[src/hw/word_buffer.sv]
// Shared constants and types, plus the two-entry word buffer
`default_nettype none

package shift_store_pkg;
   localparam int          STAGES      = 8;       // Shift stages and latches
   localparam int          LAST_STAGE  = 7;       // Index of final stage
   localparam logic [7:0]  STAGE_RST   = 8'h00;   // Shift chain after reset
   localparam logic [7:0]  LATCH_RST   = 8'h00;   // Storage latches after reset
   localparam logic [7:0]  DRIVE_ALL   = 8'hff;   // All output enables on
   localparam logic [7:0]  DRIVE_NONE  = 8'h00;   // All outputs released
   localparam logic        BIT_RST     = 1'h0;    // Single-bit reset value

   // One latched parallel word
   typedef struct packed {
      logic [7:0] bits;                           // Latch contents
   } word_t;

   localparam word_t       WORD_RST    = '{bits: 8'h00};  // Empty buffer slot
endpackage

// Two-entry buffer; head slot is the registered read data
module word_buffer (
   input  wire logic                  clk,        // System clock
   input  wire logic                  rst_n,      // Async reset, active low
   input  wire logic                  in_valid,   // Word offered
   output logic                       in_ready,   // Room for a word
   input  wire shift_store_pkg::word_t in_data,   // Offered word
   output logic                       out_valid,  // Head word present
   input  wire logic                  out_ready,  // Receiver takes head
   output shift_store_pkg::word_t     out_data    // Head word, from register
);
   shift_store_pkg::word_t head_reg;              // Oldest word
   shift_store_pkg::word_t tail_reg;              // Second word
   logic                   head_valid_reg;        // Head slot occupied
   logic                   tail_valid_reg;        // Tail slot occupied
   wire                    push;                  // Word written this cycle
   wire                    pop;                   // Word read this cycle

   // Full only when both slots hold words
   assign in_ready  = !tail_valid_reg;
   assign out_valid = head_valid_reg;
   assign out_data  = head_reg;
   assign push      = in_valid && in_ready;
   assign pop       = head_valid_reg && out_ready;

   // Slot bookkeeping; tail moves forward on a read
   always_ff @(posedge clk or negedge rst_n) begin
      if (!rst_n) begin
         head_reg       <= shift_store_pkg::WORD_RST;
         tail_reg       <= shift_store_pkg::WORD_RST;
         head_valid_reg <= shift_store_pkg::BIT_RST;
         tail_valid_reg <= shift_store_pkg::BIT_RST;
      end else if (pop) begin
         // Refill head from tail, else from incoming word
         head_reg       <= tail_valid_reg ? tail_reg : in_data;
         head_valid_reg <= tail_valid_reg || push;
         tail_valid_reg <= 1'b0;
      end else if (push) begin
         if (!head_valid_reg) begin
            head_reg       <= in_data;
            head_valid_reg <= 1'b1;
         end else begin
            tail_reg       <= in_data;
            tail_valid_reg <= 1'b1;
         end
      end
   end
endmodule

`default_nettype wire

[src/hw/shift_and_store_register.sv]
// Eight-stage shift register with storage latches and cascade outputs
`default_nettype none

module shift_and_store_register (
   input  wire logic                  CLK_SYS,          // System clock, 125 MHz
   input  wire logic                  RSTN,             // Async reset, active low
   input  wire logic                  SERIAL_IN,        // Serial data input
   input  wire logic                  SHIFT_CLOCK,      // Shift clock pin, sampled
   input  wire logic                  LATCH_LOAD,       // Latch-load strobe
   input  wire logic                  OUTPUT_ENABLE,    // Parallel drive enable
   output logic [7:0]                 PARALLEL_OUT,     // Parallel output values
   output logic [7:0]                 PARALLEL_OUT_OE,  // Parallel output enables
   output logic                       SERIAL_OUT_RISE,  // Cascade out, rising edge
   output logic                       SERIAL_OUT_FALL,  // Cascade out, falling edge
   output logic                       LOAD_READY,       // Latch updates accepted
   output logic                       WORD_VALID,       // Latched word available
   input  wire logic                  WORD_READY,       // Receiver takes word
   output shift_store_pkg::word_t     WORD_DATA         // Latched word stream
);

   // Edge of a sampled level against its previous value
   function automatic logic edge_of(input logic now_lvl, input logic old_lvl);
      edge_of = now_lvl && !old_lvl;
   endfunction

   // State
   logic [7:0]  stage_reg;            // Shift chain
   logic [7:0]  stage_next;           // Chain after this cycle
   logic [7:0]  latch_reg;            // Storage latches
   logic [7:0]  latch_next;           // Latches after this cycle
   logic        shift_clock_old_reg;  // Shift clock one cycle ago
   logic        serial_rise_reg;      // Rising cascade bit
   logic        serial_fall_reg;      // Falling cascade bit
   logic        drive_reg;            // Registered output enable

   // Decode
   wire         clock_rise;           // Shift clock went high
   wire         clock_fall;           // Shift clock went low
   wire         latch_open;           // Latches may follow stages
   wire         latch_change;         // Latches take a new value
   wire         buf_in_ready;         // Buffer has room

   shift_store_pkg::word_t push_word; // Word offered to buffer

   // Edge detection on the sampled shift clock
   // History resets low, the pin's idle level, so reset makes no false edge
   assign clock_rise = edge_of(SHIFT_CLOCK, shift_clock_old_reg);
   assign clock_fall = edge_of(shift_clock_old_reg, SHIFT_CLOCK);

   // Chain advances only on a rising edge, input enters stage 0
   assign stage_next = clock_rise ? {stage_reg[6:0], SERIAL_IN} : stage_reg;

   // Latches transparent while strobe high; buffer full stalls them
   // Holding the load back keeps every word, at the cost of lagging the strobe
   assign latch_open   = LATCH_LOAD && buf_in_ready;
   assign latch_next   = latch_open ? stage_next : latch_reg;
   assign latch_change = latch_next != latch_reg;
   assign push_word    = '{bits: latch_next};

   // Clock history
   always_ff @(posedge CLK_SYS or negedge RSTN) begin
      if (!RSTN) begin
         shift_clock_old_reg <= shift_store_pkg::BIT_RST;
      end else begin
         shift_clock_old_reg <= SHIFT_CLOCK;
      end
   end

   // Shift chain
   always_ff @(posedge CLK_SYS or negedge RSTN) begin
      if (!RSTN) begin
         stage_reg <= shift_store_pkg::STAGE_RST;
      end else begin
         stage_reg <= stage_next;
      end
   end

   // Storage latches
   always_ff @(posedge CLK_SYS or negedge RSTN) begin
      if (!RSTN) begin
         latch_reg <= shift_store_pkg::LATCH_RST;
      end else begin
         latch_reg <= latch_next;
      end
   end

   // Rising cascade output takes the final stage at the rising edge
   always_ff @(posedge CLK_SYS or negedge RSTN) begin
      if (!RSTN) begin
         serial_rise_reg <= shift_store_pkg::BIT_RST;
      end else if (clock_rise) begin
         serial_rise_reg <= stage_next[shift_store_pkg::LAST_STAGE];
      end
   end

   // Falling cascade output copies it half a shift clock later
   always_ff @(posedge CLK_SYS or negedge RSTN) begin
      if (!RSTN) begin
         serial_fall_reg <= shift_store_pkg::BIT_RST;
      end else if (clock_fall) begin
         serial_fall_reg <= serial_rise_reg;
      end
   end

   // Output drive enable
   always_ff @(posedge CLK_SYS or negedge RSTN) begin
      if (!RSTN) begin
         drive_reg <= shift_store_pkg::BIT_RST;
      end else begin
         drive_reg <= OUTPUT_ENABLE;
      end
   end

   // Pins: values always from latches, enables gate the drive
   assign PARALLEL_OUT    = latch_reg;
   assign PARALLEL_OUT_OE = drive_reg ? shift_store_pkg::DRIVE_ALL
                                      : shift_store_pkg::DRIVE_NONE;
   assign SERIAL_OUT_RISE = serial_rise_reg;
   assign SERIAL_OUT_FALL = serial_fall_reg;
   assign LOAD_READY      = buf_in_ready;

   // Every new latch value is queued for the word stream
   word_buffer u_word_buffer (
      .clk       (CLK_SYS),
      .rst_n     (RSTN),
      .in_valid  (latch_change),
      .in_ready  (buf_in_ready),
      .in_data   (push_word),
      .out_valid (WORD_VALID),
      .out_ready (WORD_READY),
      .out_data  (WORD_DATA)
   );
endmodule

`default_nettype wire

[config.mk]
export PLATFORM = sky130hd
export DESIGN_NAME = shift_and_store_register
export DESIGN_NICKNAME = d
export VERILOG_FILES = /design/src/hw/word_buffer.sv /design/src/hw/shift_and_store_register.sv
export SDC_FILE = /design/constraint.sdc
export NUM_CORES = 1
export LEC_CHECK = 0
export BUFFER_PORTS_ARGS = -buffer_cell sky130_fd_sc_hd__buf_2
export CAP_MARGIN = 20
export CORE_ASPECT_RATIO = 0.8
export CORE_MARGIN = 2
export CORE_UTILIZATION = 37
export DETAILED_ROUTE_END_ITERATION = 16
export GPL_TIMING_DRIVEN = 1
export SLEW_MARGIN = 40
export SYNTH_ARGS = -nofsm -noshare
export SYNTH_HDL_FRONTEND = slang
export SYNTH_HIERARCHICAL = 1
export SYNTH_SLANG_ARGS = --single-unit
[constraint.sdc]
create_clock -name CLK_SYS -period 4.9 [get_ports CLK_SYS]
set_clock_uncertainty 0.2 [all_clocks]
set_input_delay 0.98 -clock CLK_SYS [delete_from_list [all_inputs] [get_ports CLK_SYS]]
set_output_delay 0.98 -clock CLK_SYS [all_outputs]
set_load 0.1 [all_outputs]
Word level (Yosys, flattened, before mapping)
Index checks and enable logic that the tools add are counted.
Widths: inputs -> output; s select.
{"block": "classes", "n_eq_ne": 2, "n_mux": 12, "bitwise_logic": 1, "reduce_logical": 14}
{"cell": "$mux 8", "count": 7}
{"cell": "$ne 8x8->1", "count": 1}
{"cell": "$logic_and 1x1->1", "count": 5}
{"cell": "$mux 1", "count": 5}
{"cell": "$reduce_and 2->1", "count": 2}
{"cell": "$reduce_bool 2->1", "count": 2}
{"cell": "$logic_not 1->1", "count": 3}
{"cell": "$reduce_and 3->1", "count": 1}
{"cell": "$ne 2x2->1 const B", "count": 1}
{"cell": "$logic_or 1x1->1", "count": 1}
{"cell": "$not 1->1", "count": 1}
{"block": "totals", "reg_bits": 38, "output_inout_bits": 28}

Depth between registers and ports, before layout
Gate-level depths: netlist (run 1).
{"block": "logic_depth", "depth_word": 8, "ltp_mapped": 8, "mapped_depth_nobuf": 7}

Modules after synthesis
Netlist (run 1), hierarchy kept.
{"module": "shift_and_store_register", "n_inst": 1, "cells_per_inst": 97, "area_per_inst_um2": 1047.3}
{"module": "word_buffer", "n_inst": 1, "cells_per_inst": 56, "area_per_inst_um2": 807.0}

Worst setup path before layout (run 1)
OpenSTA, ideal clock, no wires.
{"block": "synth_path", "path_type": "input to register", "start": "in SHIFT_CLOCK", "end": "reg u_word_buffer/tail_reg[0] in the netlist's numbering", "setup_time_ps": 125, "arrival_time_ps": 2665, "path_slack_ps": 1910, "path_stages": 8, "cell_sequence": "nor2b_4 > buf_6 > a2111oi_4 > a22oi_1 > o41a_1 > and4_1 > buf_6 > mux2_4"}
{"block": "synth_between", "elab_chain_len": 6}
{"element": "start: declaration", "line_no": "shift_and_store_register.sv:8", "text": "input wire logic SHIFT_CLOCK,"}
{"element": "$logic_and 1x1->1", "line_no": "shift_and_store_register.sv:23", "text": "edge_of = now_lvl && !old_lvl;"}
{"element": "$mux 8", "line_no": "shift_and_store_register.sv:51", "text": "assign stage_next = clock_rise ? {stage_reg[6:0], SERIAL_IN} : stage_reg;"}
{"element": "$mux 8", "line_no": "shift_and_store_register.sv:56", "text": "assign latch_next = latch_open ? stage_next : latch_reg;"}
{"element": "$ne 8x8->1", "line_no": "shift_and_store_register.sv:57", "text": "assign latch_change = latch_next != latch_reg;"}
{"element": "named net latch_change", "line_no": "shift_and_store_register.sv:40", "text": "wire latch_change;"}
{"element": "$logic_and 1x1->1", "line_no": "word_buffer.sv:43", "text": "assign push = in_valid && in_ready;"}
{"element": "$reduce_and 3->1 (no source line)"}
{"element": "end signal: assignment", "line_no": "word_buffer.sv:50", "text": "tail_reg <= shift_store_pkg::WORD_RST;"}
{"element": "end signal: assignment", "line_no": "word_buffer.sv:63", "text": "tail_reg <= in_data;"}
{"element": "end: declaration", "line_no": "word_buffer.sv:33", "text": "shift_store_pkg::word_t tail_reg;"}
The timed path passes the listed nets, and every way through them passes these cells.
A chain may end at the register's enable or synchronous reset.

Worst setup path after layout (run 1)
{"block": "layout_path", "start": "in SHIFT_CLOCK", "end": "reg u_word_buffer/tail_reg[1] in the netlist's numbering"}
The elaborated chain is that of the path after synthesis.

==> results of run 1 <==
-- layout by cell type (no fill, tap or decap), types with 5 or more instances in the layout --
cell and instances:
buf_2 33, clkbuf_8 6, dfrtp_1 38, inv_1 7, mux2_2 5, mux2_4 8
nand2_1 20, o221a_2 5, or2_2 8, xor2_1 6
-- layout make-up --
cell class                      count  area share [%]
Clock buffer                        7           4.114
Clock inverter                      1          0.2385
Inverter                            8           1.431
Multi-Input combinational cell     95           36.97
Sequential cell                    38           45.32
Tap cell                           62           3.697
Timing Repair Buffer               34           8.229
-- metal layers --
metal / vias to the layer above / wire length [microns]
met5: - / 0
met4: 0 / 34
met3: 4 / 187
met2: 37 / 1671
met1: 613 / 2026
li1: 591 / -
-- kinds of logic (layout without fill, tap and decap cells) --
kind of cell    Yosys count  in the layout  synth area share, %
buf+inv                  20             50                6.882
simple gates             41             41                11.27
xor+xnor                  7              7                3.306
compound gates           30             30                15.38
mux                      17             17                11.88
flops                    38             38                51.28
-- path summary, 6_finish.rpt --
| path | from | endpoint | slack (ns) | cells past startpoint |
|---|---|---|---|---|
| min | SERIAL_OUT_FALL | SERIAL_OUT_FALL | 0.28 | 1 |
| min in group asynchronous | RSTN | shift_clock_old_reg | 0.43 | 1 |
| max reg2reg | shift_clock_old_reg | u_word_buffer/tail_reg[1] | 2.09 | 6 |
| max in group asynchronous | RSTN | PARALLEL_OUT[0] | 3.73 | 1 |
| max | SHIFT_CLOCK | u_word_buffer/tail_reg[1] | 1.81 | 7 |
| min reg2reg | SERIAL_OUT_FALL | SERIAL_OUT_FALL | 0.28 | 1 |
-- through the flow --
stage | cell area (sq um) | std cells | setup slack, ns
after CTS | 2096 | 245 | 1.833
after global routing | 2098 | 245 | 1.739
after global placement | 2004 | 237 | 1.625
after detailed placement | 2004 | 237 | 1.546
after floorplan | 1854 | 153 | 1.910
final | 2098 | 245 | 1.814
==> flow_summary.toml, run 1 <==
[grt]
grt_pass1_wl_microns = 6679
grt.met1_usage_pct = 21.38
grt_remaining_overflow = 0
use_met2_pct = 23.19
gr-usage-met3_pct = 5.379
grt_pass1_vias = 1268
grt_max_degree = 39
globalRouteTotalUtil_pct = 15.67
busiest_layer = "met2"
antenna_found_initial = 0

[timing]
hold_ws_ns = 0.2834
drv_slew = 0
maxSlewHeadroom_pct = 66.31
hold_viol_final = 0
finalCritPeriodShare_pct = 62.98
worst_slew_pin_slew_ns = 0.5054
fin_crit_ns = 3.086
fmax_mhz = 324.0
setup_viol = 0
fin_setup_tns_ns = 0
rsz0062_at_grt = "no"

[route]
drt_pass1_iterations = 4
route.detailed.drc = 0
via_per_inst = 5.082
wl_per_cell_microns = 16.00
finalWirelength_microns = 3920
drt_iter0_drc = 63
ant_nets = 0
num_vias = 1245

[synth]
yosysMostFrequentCell = "dfrtp_1"
synth_top_cell_area_share_pct = 51.28
synth-seq-cells = 38
synth_area_leaders = "dfrtp_1 (51%), mux2_4 (6.5%), nand2_1 (4.0%)"
synthTopCellsByCount = "dfrtp_1 (38), nand2_1 (20), buf_4 (8), mux2_4 (8), or2_2 (8)"
synth-main-ff-cell = "dfrtp_1"
synth_edf_count = 0
synth.avg_cell_area_sq_um = 12.12
synth_warnings = 6
synth_cell_type_count = 40
synth_nets = 160
synth_cells = 153
ys_seq_area_share_pct = 51.28
async_flop_share_pct = 100.0
synth_top_area_cell = "dfrtp_1"
syn-cell-area_sq_um = 1854

[clocking]
htree_levels = 2
clk_pin_slew_ns = 0.08
cts_tree = "yes"
postCtsResizedCells = 0
cts-root-buf = "clkbuf_8"
cts_made_buffers = 5
clkLatencyLatePin_ns = 0.29
clock_path_buffers = 2
post_cts_buffers = 0
cts_hold_buf = 0
cts.sinks = 38

[critical_path]
startpoint_type = "input port"
crit_type = "input port to flop"
cp_num_buf_inv = 1
arrival_ns = 3.06
critPathMaxFanout = 12
worstSetupEndpointType = "flop"
cpLargestDelayFamily = "compound AO/OA/AOI/OAI gates"
slowest_delay_ns = 0.48
critPathSlowestCell = "o41a_1"
crit_required_ns = 4.87
crit_chain = "buf_2, nand2b_1, a221oi_1, a22oi_1, o41a_1, and4_1, mux2_4"

[floorplanning]
dieArea_sq_um = 5598
rows = 23
initial_core_util_pct = 37.68
io_pins = 35
die_x_microns = 83.15
die_y_microns = 67.32
core_sq_um = 4921

[layout]
final_core_util_pct = 42.64
seq_area_sq_um = 950.9
drive_gt1_share_pct = 39.89
nets = 189
multiInputGateArea_sq_um = 775.7
num_antenna_cells = 0
area_growth_pct = 13.16
fillers = 467

[status]
status = "completed"

[flow_run]
maxCapViolCount = 0

[place]
gp_congestion = 0.8794
dp.final_hpwl_microns = 2770
io_buffer_count = 34

[min_path]
hp-class = "flop to flop"
Power of run 1 is left out: the tool's default activity adds up to more than one toggle a clock period on the data nets, which glitch-free logic cannot reach.
==> run 2: changes to the inputs <==
- clock period: 4.9 -> 3.2 ns (I/O delays scaled with it)
==> run 2 against run 1 <==
Effect of this change:
- flip-flop and latch count did not move
- worst hold slack got worse by 0.19 ns
- global-route usage rose by 0.084 points
- routed wire length rose by 1.6%
- die area did not move
- sequential share of layout area fell by 0.24 points
- final cell count rose by 0.41%
- register-to-register slack got worse by 1.7 ns
- non-clock buffer count rose by 1
- critical endpoint is now u_word_buffer/tail_reg[0]
==> flow_summary.toml, run 2 (synthesis gave the netlist of run 1 again) <==
[timing]
fin_setup_tns_ns = 0
drv_slew = 0
fmax_mhz = 361.2
maxSlewHeadroom_pct = 67.03
rsz0062_at_grt = "no"
hold_ws_ns = 0.09529
worst_slew_pin_slew_ns = 0.4946
fin_ws_ns = 0.4314
fin_crit_ns = 2.769
finalCritPeriodShare_pct = 86.52
setup_viol = 0
hold_viol_final = 0

[floorplanning]
initial_core_util_pct = 37.68
die_y_microns = 67.32
rows = 23
dieArea_sq_um = 5598
die_x_microns = 83.15
core_sq_um = 4921
io_pins = 35

[critical_path]
critPathSlowestCell = "o41a_1"
cp_num_buf_inv = 0
reg2reg_slack_ns = 0.43
arrival_ns = 2.75
crit_cells = 6
cpLargestDelayFamily = "compound AO/OA/AOI/OAI gates"
r2r-start = "shift_clock_old_reg"
startpoint_type = "flop"
crit_chain = "nand2b_1, a221oi_1, a22oi_1, o41a_1, and4_1, mux2_4"
crit_required_ns = 3.19
critPathMaxFanout = 12
crit_type = "flop to flop"
reg2reg_to = "u_word_buffer/tail_reg[0]"
r2r_cells = 6
worstSetupEndpointType = "flop"
slowest_delay_ns = 0.47

[layout]
num_antenna_cells = 0
mostFrequentLayoutCells = "dfrtp_1 (38), buf_2 (33), nand2_1 (20)"
area_growth_pct = 13.77
nets = 190
drive_gt1_share_pct = 40.76
final_common_cell = "dfrtp_1"

[place]
gp_congestion = 0.8746
dpl_worst_slack_ns = 0.2000
dp.final_hpwl_microns = 2789
io_buffer_count = 34

[clocking]
clock_path_buffers = 2
htree_levels = 2
postCtsResizedCells = 0
cts.sinks = 38
clk_pin_slew_ns = 0.07
cts_hold_buf = 0
cts_made_buffers = 5
cts-root-buf = "clkbuf_8"
cts_tree = "yes"
post_cts_buffers = 0
clkLatencyLatePin_ns = 0.30

[grt]
globalRouteTotalUtil_pct = 15.76
grt_remaining_overflow = 0
grt_max_degree = 39
grt_pass1_wl_microns = 6727
grt_pass1_vias = 1322
antenna_found_initial = 0

[route]
via_per_inst = 5.118
wl_per_cell_microns = 16.18
drt_pass1_iterations = 4
drt_iter0_drc = 42
finalWirelength_microns = 3981
route.detailed.drc = 0
num_vias = 1259
ant_nets = 0

[status]
status = "completed"

[min_path]
hp-class = "input port to asynchronous set/reset pin"

[flow_run]
maxCapViolCount = 0
[run 2: worst max path at each step]
stage | to | slack (ns) | start
2_1_floorplan | u_word_buffer/tail_reg[0] | 0.26 | PARALLEL_OUT[2]
3_3_place_gp | u_word_buffer/tail_reg[5] | 0.26 | SHIFT_CLOCK
3_5_place_dp | u_word_buffer/tail_reg[0] | 0.20 | SHIFT_CLOCK
4_1_cts | u_word_buffer/tail_reg[3] | 0.41 | shift_clock_old_reg
5_1_grt | u_word_buffer/tail_reg[7] | 0.31 | shift_clock_old_reg
6_report | u_word_buffer/tail_reg[0] | 0.43 | shift_clock_old_reg
[run 2: cell type report]
| cell class | instances | area [sq um] |
|---|---|---|
| timing repair buffer | 35 | 180.2 |
| multi-input combinational | 95 | 775.7 |
| inverter | 8 | 30.03 |
| clock buffer | 6 | 82.58 |
| sequential | 38 | 950.9 |
| tap | 62 | 77.57 |
| clock inverter | 2 | 12.51 |
| fill | 461 | 2811 |
[run 2: stage by stage]
stage	utilization (%)	cell area [sq um]	cells
global placement	40.88	2012	238
finish	42.87	2110	246
CTS	42.82	2107	246
detailed placement	40.88	2012	238
floorplan	-	1854	153
global route	42.87	2110	246
[run 2: layer usage]
metal	wire length, microns	up-vias	GRT usage, %
met5	0	-	0
met4	80	0	7.582
met3	180	8	3.667
met2	1750	31	23.79
met1	1970	625	21.65
li1	-	595	-
Power of run 2 is left out for the same reason.
==> run 3: changes to the inputs <==
- BUFFER_PORTS_ARGS: -buffer_cell sky130_fd_sc_hd__buf_2 -> unset
- DONT_BUFFER_PORTS: unset -> 1
- GPL_ROUTABILITY_DRIVEN: unset -> 0
==> run 3 against run 2 <==
Effect of this change:
- global-route usage decreased by 0.72 points
- cell area increased by 2.2%
- setup slack got worse by 0.0095 ns
- count of clock-buffer cells in the layout increased by 1
- highest routed layer unchanged
- sequential share of layout area decreased by 0.33 points
- routed wire length decreased by 3.0%
- largest cell class unchanged
- worst hold slack improved by 0.074 ns
- first-iteration DRC count increased by 17%
- die area unchanged
- register-to-register slack about the same
- critical path depth unchanged
==> flow_summary.toml, run 3 (synthesis gave the netlist of run 1 again) <==
[place]
dp.cells = 218
dpl_worst_slack_ns = 0.3025
dp.final_hpwl_microns = 2713
io_buffer_count = 0

[min_path]
hp-class = "input port to flop"

[layout]
drive_gt1_share_pct = 37.95
area_growth_pct = 16.26
num_antenna_cells = 0
final_cells = 228
nets = 172
final_common_cell = "dfrtp_1"
mostFrequentLayoutCells = "dfrtp_1 (29), nand2_1 (20), buf_4 (11)"
fillers = 458

[flow_run]
maxCapViolCount = 0

[floorplanning]
dieArea_sq_um = 5598
rows = 23
initial_core_util_pct = 37.68
die_y_microns = 67.32
core_sq_um = 4921
io_pins = 35
die_x_microns = 83.15

[clocking]
cts_tree = "yes"
htree_levels = 2
clkLatencyLatePin_ns = 0.29
cts-root-buf = "clkbuf_8"
clock_path_buffers = 2
clk_pin_slew_ns = 0.08
cts.sinks = 38
cts_made_buffers = 5

[route]
wl_per_cell_microns = 16.94
via_per_inst = 5.232
dr_wl_met3_microns = 379
route.detailed.drc = 0
ant_nets = 0
finalWirelength_microns = 3862
routed.top_layer = "met4"
drt_pass1_iterations = 4
num_vias = 1193
drt_iter0_drc = 49
wl_met2_microns = 1608
wl_met1_microns = 1819

[critical_path]
slowest_delay_ns = 0.47
cpLargestDelayFamily = "compound AO/OA/AOI/OAI gates"
crit_required_ns = 3.19
cp_num_buf_inv = 0
crit_type = "flop to flop"
worstSetupEndpointType = "flop"
critPathMaxFanout = 12
critPathSlowestCell = "o41a_1"
arrival_ns = 2.76
startpoint_type = "flop"
crit_chain = "nand2b_1, a221oi_1, a22oi_1, o41a_1, and4_1, mux2_4"

[timing]
rsz0062_at_grt = "no"
drv_slew = 0
fin_ws_ns = 0.4219
worst_slew_pin_slew_ns = 0.8818
setup_viol = 0
hold_viol_final = 0
fmax_mhz = 360.0
maxSlewHeadroom_pct = 41.21
fin_crit_ns = 2.778
fin_setup_tns_ns = 0
finalCritPeriodShare_pct = 86.82

[grt]
grt_max_degree = 39
grt_pass1_wl_microns = 6389
grt_remaining_overflow = 0
grt_pass1_vias = 1157
antenna_found_initial = 0
globalRouteTotalUtil_pct = 15.04

[status]
status = "completed"
==> run 3: changes by cell type in the layout (fill, tap and decap cells not counted), sizes merged <==
| cell | change |
|---|---|
| clkinv | -1 |
| clkinvlp | -1 |
| bufinv | +1 |
| buf | -19 |
| clkbuf | +1 |
| dlygate4sd3 | +1 |
==> run 3: worst paths after layout <==
check,startpoint,end,slack (ns),cells past startpoint
worst max-delay path,shift_clock_old_reg,u_word_buffer/tail_reg[0],0.42,6
worst min-delay path,OUTPUT_ENABLE,drive_reg,0.17,0
worst max register to register,shift_clock_old_reg,u_word_buffer/tail_reg[0],0.42,6
worst min register to register,u_word_buffer/tail_reg[0],u_word_buffer/tail_reg[0],0.32,1
max in group asynchronous,RSTN,drive_reg,1.97,2
min in group asynchronous,RSTN,stage_reg[7],0.61,2
==> run 3: cell type report <==
| cell class | instances | area [sq um] | share of cell area [%] |
|---|---|---|---|
| multi-input combinational | 95 | 775.7 | 35.98 |
| clock buffer | 7 | 86.33 | 4.005 |
| timing repair buffer | 17 | 191.4 | 8.880 |
| inverter | 8 | 30.03 | 1.393 |
| clock inverter | 1 | 30.03 | 1.393 |
| sequential | 38 | 964.7 | 44.75 |
| tap | 62 | 77.57 | 3.598 |
==> run 3: what timing repair did <==
action | 4_1_cts | 5_1_grt
hold buffers | 2 | 0
resized for setup | 0 | 0
endpoints found under the hold margin | 38 | 0
buffers inserted | 0 | 0
==> run 3: through the flow <==
| step | util [%] | area [sq um] | hold slack [ns] |
|---|---|---|---|
| final | 43.81 | 2156 | 0.1690 |
| after global routing | 43.81 | 2156 | 0.1531 |
| after CTS | 43.71 | 2151 | 0.1510 |
| after detailed placement | 40.73 | 2004 | 0.1452 |
| after global placement | 39.99 | 1968 | 0.1453 |
| after floorplan | - | 1854 | 0.1444 |
==> run 3: layer usage <==
metal | up-vias | track usage, %
li1 | 561 | -
met1 | 579 | 21.22
met2 | 46 | 19.66
met3 | 7 | 7.335
met4 | 0 | 5.533
met5 | - | 0
Power of run 3 is left out for the same reason.
